===== src/inc/adcc_pkg.sv =====
// package: constants for the converter control block
package adcc_pkg;
    // acquisition phase length, in ns, and its cycle count at 100 MHz
    localparam int ACQ_TIME_NS = 1000;
    localparam int CLK_PERIOD_NS = 10;
    localparam int ACQ_CYCLES = (ACQ_TIME_NS + CLK_PERIOD_NS - 1) /
        CLK_PERIOD_NS;
    // successive approximation: one step per result bit
    localparam int RESULT_BITS = 16;
    localparam logic [4:0] CONV_STEPS = 5'h10;
    localparam logic [15:0] RESULT_RST = 16'h0000;
    typedef enum logic [1:0] {
        ADCC_ACQ,
        ADCC_WAIT_EDGE,
        ADCC_CONV,
        ADCC_PWRDN
    } adcc_state_type;
endpackage


===== src/rtl/adcc_ctrl.sv =====
// converter control: start, busy, power-down and output gating
`timescale 1ns/1ps
module adcc_ctrl
    import adcc_pkg::*;
(
    // clock and reset
    input wire logic mclk,
    input wire logic sys_rst,
    // host control
    input wire logic convert_start_n,
    input wire logic power_down_in,
    input wire logic chip_sel_n,
    input wire logic read_n,
    // external serial clock
    input wire logic ext_sclk,
    output logic sclk_gated,
    // comparator decision from the analog core
    input wire logic comp_in,
    // status and data
    output logic busy,
    output logic hold,
    output logic low_power,
    output logic [15:0] data_out,
    output logic data_oe_n
);
    adcc_state_type state_q;
    logic [$clog2(ACQ_CYCLES+1)-1:0] acq_cnt_q;
    logic [4:0] step_q;
    logic [15:0] sar_q;
    logic [15:0] result_q;
    logic start_prev_q;
    logic acq_done;
    logic start_fall;

    assign acq_done = (acq_cnt_q == ($bits(acq_cnt_q))'(ACQ_CYCLES));
    assign start_fall = start_prev_q && !convert_start_n;

    always_ff @(posedge mclk) begin
        if (sys_rst) begin
            start_prev_q <= 1'b1;
        end else begin
            start_prev_q <= convert_start_n;
        end
    end

    // phase sequencing; reset drops any conversion and its partial result
    always_ff @(posedge mclk) begin
        if (sys_rst) begin
            state_q <= ADCC_ACQ;
        end else begin
            case (state_q)
                ADCC_ACQ: begin
                    if (power_down_in) begin
                        state_q <= ADCC_PWRDN;
                    end else if (acq_done) begin
                        if (!convert_start_n) begin
                            state_q <= ADCC_CONV;
                        end else begin
                            state_q <= ADCC_WAIT_EDGE;
                        end
                    end
                end
                ADCC_WAIT_EDGE: begin
                    if (power_down_in) begin
                        state_q <= ADCC_PWRDN;
                    end else if (start_fall) begin
                        state_q <= ADCC_CONV;
                    end
                end
                ADCC_CONV: begin
                    // power-down is not looked at here: the conversion ends
                    if (step_q == CONV_STEPS - 5'h01) begin
                        state_q <= ADCC_ACQ;
                    end
                end
                ADCC_PWRDN: begin
                    if (!power_down_in) begin
                        state_q <= ADCC_ACQ;
                    end
                end
                default: state_q <= ADCC_ACQ;
            endcase
        end
    end

    // acquisition timer restarts whenever the track phase is re-entered
    always_ff @(posedge mclk) begin
        if (sys_rst || state_q != ADCC_ACQ) begin
            acq_cnt_q <= '0;
        end else if (!acq_done) begin
            acq_cnt_q <= acq_cnt_q + 1'b1;
        end
    end

    // successive approximation, msb first
    always_ff @(posedge mclk) begin
        if (sys_rst || state_q != ADCC_CONV) begin
            step_q <= 5'h00;
            sar_q <= RESULT_RST;
        end else begin
            step_q <= step_q + 5'h01;
            sar_q[4'(RESULT_BITS - 1) - step_q[3:0]] <= comp_in;
        end
    end

    // result latched on the last step; an aborted one never gets here
    always_ff @(posedge mclk) begin
        if (sys_rst) begin
            result_q <= RESULT_RST;
        end else if (state_q == ADCC_CONV &&
                     step_q == CONV_STEPS - 5'h01) begin
            result_q <= sar_q;
            result_q[4'(RESULT_BITS - 1) - step_q[3:0]] <= comp_in;
        end
    end

    assign busy = (state_q == ADCC_CONV);
    assign hold = (state_q == ADCC_CONV);
    assign low_power = (state_q == ADCC_PWRDN);
    assign data_out = result_q;
    assign data_oe_n = !(!chip_sel_n && !read_n);
    // plain gate: a glitch-free clock gate would need a latch cell
    assign sclk_gated = ext_sclk & !chip_sel_n;

    property p_oe_gate;
        @(posedge mclk) disable iff (sys_rst)
        (chip_sel_n || read_n) |-> data_oe_n;
    endproperty
    a_oe_gate: assert property (p_oe_gate)
        else $error("output enabled without select and read");

    property p_sclk_gate;
        @(posedge mclk) disable iff (sys_rst)
        chip_sel_n |-> !sclk_gated;
    endproperty
    a_sclk_gate: assert property (p_sclk_gate)
        else $error("serial clock passed while deselected");

    property p_reset_abort;
        @(posedge mclk) sys_rst |=> (!busy && result_q == RESULT_RST);
    endproperty
    a_reset_abort: assert property (p_reset_abort)
        else $error("reset did not abort conversion");

    property p_pd_finish;
        @(posedge mclk) disable iff (sys_rst)
        (busy && power_down_in && step_q != CONV_STEPS - 5'h01) |=> busy;
    endproperty
    a_pd_finish: assert property (p_pd_finish)
        else $error("power-down cut a conversion short");

    property p_pd_block;
        @(posedge mclk) disable iff (sys_rst)
        (low_power && power_down_in) |=> !busy;
    endproperty
    a_pd_block: assert property (p_pd_block)
        else $error("conversion started in power-down");

    property p_edge_start;
        @(posedge mclk) disable iff (sys_rst)
        (state_q == ADCC_WAIT_EDGE && !power_down_in && start_fall)
            |=> busy && hold;
    endproperty
    a_edge_start: assert property (p_edge_start)
        else $error("falling start edge did not begin conversion");

    property p_wait_edge;
        @(posedge mclk) disable iff (sys_rst)
        (state_q == ADCC_WAIT_EDGE && !start_fall) |=> !busy;
    endproperty
    a_wait_edge: assert property (p_wait_edge)
        else $error("conversion began without a start edge");

    property p_immediate;
        @(posedge mclk) disable iff (sys_rst)
        (state_q == ADCC_ACQ && acq_done && !convert_start_n &&
         !power_down_in) |=> busy;
    endproperty
    a_immediate: assert property (p_immediate)
        else $error("low start did not convert at once");

    property p_busy_len;
        @(posedge mclk) disable iff (sys_rst)
        $rose(busy) |-> busy [*8] ##1 busy [*8] ##1 !busy;
    endproperty
    a_busy_len: assert property (p_busy_len)
        else $error("busy did not last sixteen cycles");

    property p_after_reset;
        @(posedge mclk) $fell(sys_rst) |-> state_q == ADCC_ACQ && !busy;
    endproperty
    a_after_reset: assert property (p_after_reset)
        else $error("not in acquisition after reset");

    property p_result_latch;
        @(posedge mclk) disable iff (sys_rst)
        (busy && step_q == CONV_STEPS - 5'h01) |=>
            !busy && (data_out >> 1) == ($past(sar_q) >> 1) &&
            data_out[0] == $past(comp_in);
    endproperty
    a_result_latch: assert property (p_result_latch)
        else $error("result not latched when busy fell");

    property p_acq_refuse;
        @(posedge mclk) disable iff (sys_rst)
        (state_q == ADCC_ACQ && !acq_done) |=> !busy;
    endproperty
    a_acq_refuse: assert property (p_acq_refuse)
        else $error("conversion started before acquisition ended");

    property p_pd_enter;
        @(posedge mclk) disable iff (sys_rst)
        (!busy && power_down_in) |=> low_power && !busy;
    endproperty
    a_pd_enter: assert property (p_pd_enter)
        else $error("power-down not entered while idle");

    property p_pd_leave;
        @(posedge mclk) disable iff (sys_rst)
        (low_power && !power_down_in) |=> !low_power && !busy;
    endproperty
    a_pd_leave: assert property (p_pd_leave)
        else $error("power-down not left on release");
endmodule // adcc_ctrl

===== config.mk =====
export PLATFORM = sky130hd
export DESIGN_NAME = adcc_ctrl
export DESIGN_NICKNAME = d
export VERILOG_FILES = /design/src/inc/adcc_pkg.sv /design/src/rtl/adcc_ctrl.sv
export SDC_FILE = /design/constraint.sdc
export NUM_CORES = 1
export LEC_CHECK = 0
export BUFFER_PORTS_ARGS = -buffer_cell sky130_fd_sc_hd__buf_2
export CELL_PAD_IN_SITES_DETAIL_PLACEMENT = 2
export CELL_PAD_IN_SITES_GLOBAL_PLACEMENT = 2
export CORE_MARGIN = 4
export CORE_UTILIZATION = 32
export CTS_BUF_LIST = sky130_fd_sc_hd__clkbuf_16
export DETAILED_ROUTE_END_ITERATION = 16
export PLACE_DENSITY = 0.84
export REMOVE_ABC_BUFFERS = 1
export SLEW_MARGIN = 20
export SYNTH_ARGS = -nofsm -noshare
export SYNTH_HDL_FRONTEND = slang
export SYNTH_SLANG_ARGS = --single-unit

===== constraint.sdc =====
create_clock -name mclk -period 1.8 [get_ports mclk]
set_input_delay 0.18 -clock mclk [delete_from_list [all_inputs] [get_ports mclk]]
set_output_delay 0.18 -clock mclk [all_outputs]
set_load 0.005 [all_outputs]

==> flow_summary.yaml <==
critical_path:
  path_max_fanout: 17
  arrival_ns: 1.85
  cp.required_ns: 1.98
  criticalPathCategory: "reg -> reg"
  crit_path_top_delay_cell: "dfxtp_1"
  crit_chain: "ha_1 -> and3_4 -> ha_2 -> and2_4 -> buf_12 -> nor2_1 -> a211oi_1"
  cp-start-kind: "flop"
  slowest_delay_ns: 0.34
  worstSetupEndpointType: "flop"
drt:
  wl_mm: 4.72
  drt-wirelength-per-cell_um: 14.9
  antenna_left: 0
  vias: 1559
  first_pass_iters: 3
  routed_via_density: 4.90
  drt_iter0_drc: 16
  drc: 0
place:
  pre_cts_ws_ns: 0.0834
  port_buffers: 28
  gp_congestion: 0.756
  dp_hpwl_mm: 3.55
pwr:
  switching_share: 0.226
  power_frac_clock: 0.410
  pwr-share-seq: 0.513
  p_switching_uw: 474
  peakVddDrop_mv: 0.405
  internal_power_uw: 1620
  power.density_nw_per_um2: 859
  leakagePower_uw: 0.00103
  comb_power_share: 0.077
floorplanning:
  die_area_um2: 7830
  start_util: 0.328
  num_rows: 29
  die_x_um: 88.5
  io_pins: 29
  die_y_um: 88.5
  coreArea_um2: 6310
synthesis:
  synth_ff_type: "dfxtp_1"
  ys_types: 34
  ys_warn_count: 0
  ys_async_sr_fraction: 0
  synth-edff-count: 0
  synth.cell_area_um2: 2070
  yosysSeqAreaShare: 0.454
  synth_cells: 210
  avgSynthCellArea_um2: 9.87
  ys_seq_elements: 47
timing:
  timing.final.setup_violations: 0
  max_freq_mhz: 600
  setup_ws_ns: 0.133
  min_period_ns: 1.67
  setup_tns_ns: 0
  maxSlewHeadroom: 0.506
  report.final.slew_viol_count: 0
  tightest_slew_ns: 0.741
  skew_ns: 0.00318
  finalHoldViolCount: 0
  period_share: 0.926
  grt_setup_unrepaired: "no"
cts:
  postCtsSetupBuffers: 0
  cts_tree: "built"
  clk_pin_slew_ns: 0.06
  cts_resized: 0
  h-tree-depth: 2
  clock_path_buffers: 2
  holdBufCountCts: 0
  cts_sinks: 47
  cts-root-buf: "clkbuf_16"
  clk_latency_ns: 0.28
  numCtsBuffers: 5
finish:
  drive_gt1_frac: 0.274
  post-route-util: 0.386
  area_growth_pct: 17.6
  antennaDiodeCount: 0
  final_nets: 256
global_route:
  grt_max_degree: 22
  grt_antenna_before_repair: 0
  gr-total-overflow: 0
  grt_usage: 0.133
  grt_first_pass_wirelength_mm: 8.15
  grt_pass1_vias: 1665
flow_run:
  maxCapViolations: 0
status:
  outcome: "finished, final reports clean"
worst_hold_path:
  holdCritPathClass: "in -> reg"
-- registers in the layout (all words and copies together), names as in the netlist --
| signal | flops |
|---|---|
| data_out | 16 |
| sar_q | 16 |
| acq_cnt_q | 7 |
| step_q | 5 |
| state_q | 2 |
| start_prev_q | 1 |
-- kinds of logic after synthesis --
| family | share of synthesized area |
|---|---|
| simple gates | 0.207 |
| flops | 0.454 |
| compound gates | 0.119 |
| buf+inv | 0.0616 |
| mux | 0.0821 |
| xor+xnor | 0.0338 |
| fa+ha+maj | 0.0423 |
-- routing by layer --
layer | vias to the layer above | wire length, um | part of all wire | global-route usage
met5 | - | 0 | 0 | 0
met4 | 0 | 46 | 0.0097 | 0.0412
met3 | 4 | 163 | 0.035 | 0.0307
met2 | 19 | 2480 | 0.52 | 0.245
met1 | 779 | 2040 | 0.43 | 0.152
li1 | 757 | - | - | -
-- path summary, 6_finish.rpt --
path                    from            to  slack [ns]  cells past startpoint
max                step_q[1]   data_out[0]        0.13                      7
min          convert_start_n  start_prev_q        0.17                      2
max reg2reg        step_q[1]   data_out[0]        0.13                      7
min reg2reg      data_out[1]   data_out[1]        0.50                      2
-- stage by stage --
step,instances,instance area [um2],hold slack [ns],power (uW)
6_report,318,2440,0.167,2090
5_1_grt,318,2440,0.178,2200
4_1_cts,318,2430,0.161,2140
3_5_place_dp,311,2300,0.454,1260
3_3_place_gp,311,2300,0.445,1260
2_1_floorplan,198,1970,0.245,1190
-- cell type report --
cell class / count / area, um2
clock buffers: 5 / 125
clock inverters: 2 / 8.76
fillers: 712 / 3880
inverters: 8 / 30.0
multi-input cells: 143 / 1010
flip-flops and latches: 47 / 941
well taps: 77 / 96.3
repair buffers: 36 / 225
-- worst max-delay path, delay by kind of cell (launching register included) --
family                     cells  cell delay (ns)
DFF                            1             0.34
AOI/OAI and AO/OA              1             0.24
buffers and inverters          1             0.16
and+or+nand+nor                3             0.46
adders and majority gates      2             0.37
-- cell usage after synthesis (2+ instances only) --
cell	n	share of area
buf_2	5	0.012
nor3_1	2	0.0048
nand3_1	6	0.014
nand2b_1	2	0.0060
ha_1	7	0.042
nand2_1	16	0.029
and3_1	3	0.0091
buf_4	2	0.0072
nor2b_1	3	0.0091
inv_1	8	0.014
and2_1	2	0.0060
nor2_1	45	0.082
mux2i_1	17	0.082
nor2_2	2	0.0060
dfxtp_1	47	0.45
or2_2	2	0.0060
buf_8	2	0.014
a211oi_1	4	0.014
clkbuf_1	2	0.0036
a211oi_2	13	0.079
xnor2_1	4	0.017
xor2_1	4	0.017
-- power groups by stage --
| stage | combinational (uW) | sequential, uW | clock [uW] |
|---|---|---|---|
| after floorplan | 93.9 | 1090 | 0 |
| after global placement | 158 | 1100 | 0 |
| after detailed placement | 165 | 1100 | 0 |
| after CTS | 167 | 1080 | 896 |
| after global routing | 183 | 1080 | 939 |
| final | 161 | 1070 | 859 |
-- cell usage in the layout, fill, tap and decap left out --
cell type,netlist,routed
ha_2,0,1
a221oi_1,1,1
buf_4,2,6
clkbuf_16,0,5
buf_2,5,28
nand2_1,16,16
xor2_1,4,4
nand2b_1,2,2
and2_4,1,1
clkinv_2,0,1
and3_1,3,2
o311ai_1,0,1
and2_1,2,2
ha_1,7,6
o31ai_1,1,1
a211oi_1,4,4
or2b_1,1,1
o32ai_2,1,1
nand3_1,6,6
nor2b_4,1,1
buf_12,1,2
nor2_2,2,2
and3_4,0,1
mux2i_1,17,17
or2_2,2,2
a21o_1,1,1
clkinv_1,0,1
o21ai_0,1,1
nor3_1,2,2
xnor2_1,4,4
dfxtp_1,47,47
a211oi_2,13,13
nor2_1,45,45
nor3b_4,1,1
inv_1,8,8
nand4b_4,1,1
nor2b_1,3,3
No activity file was read; power rests on OpenSTA's default activity.
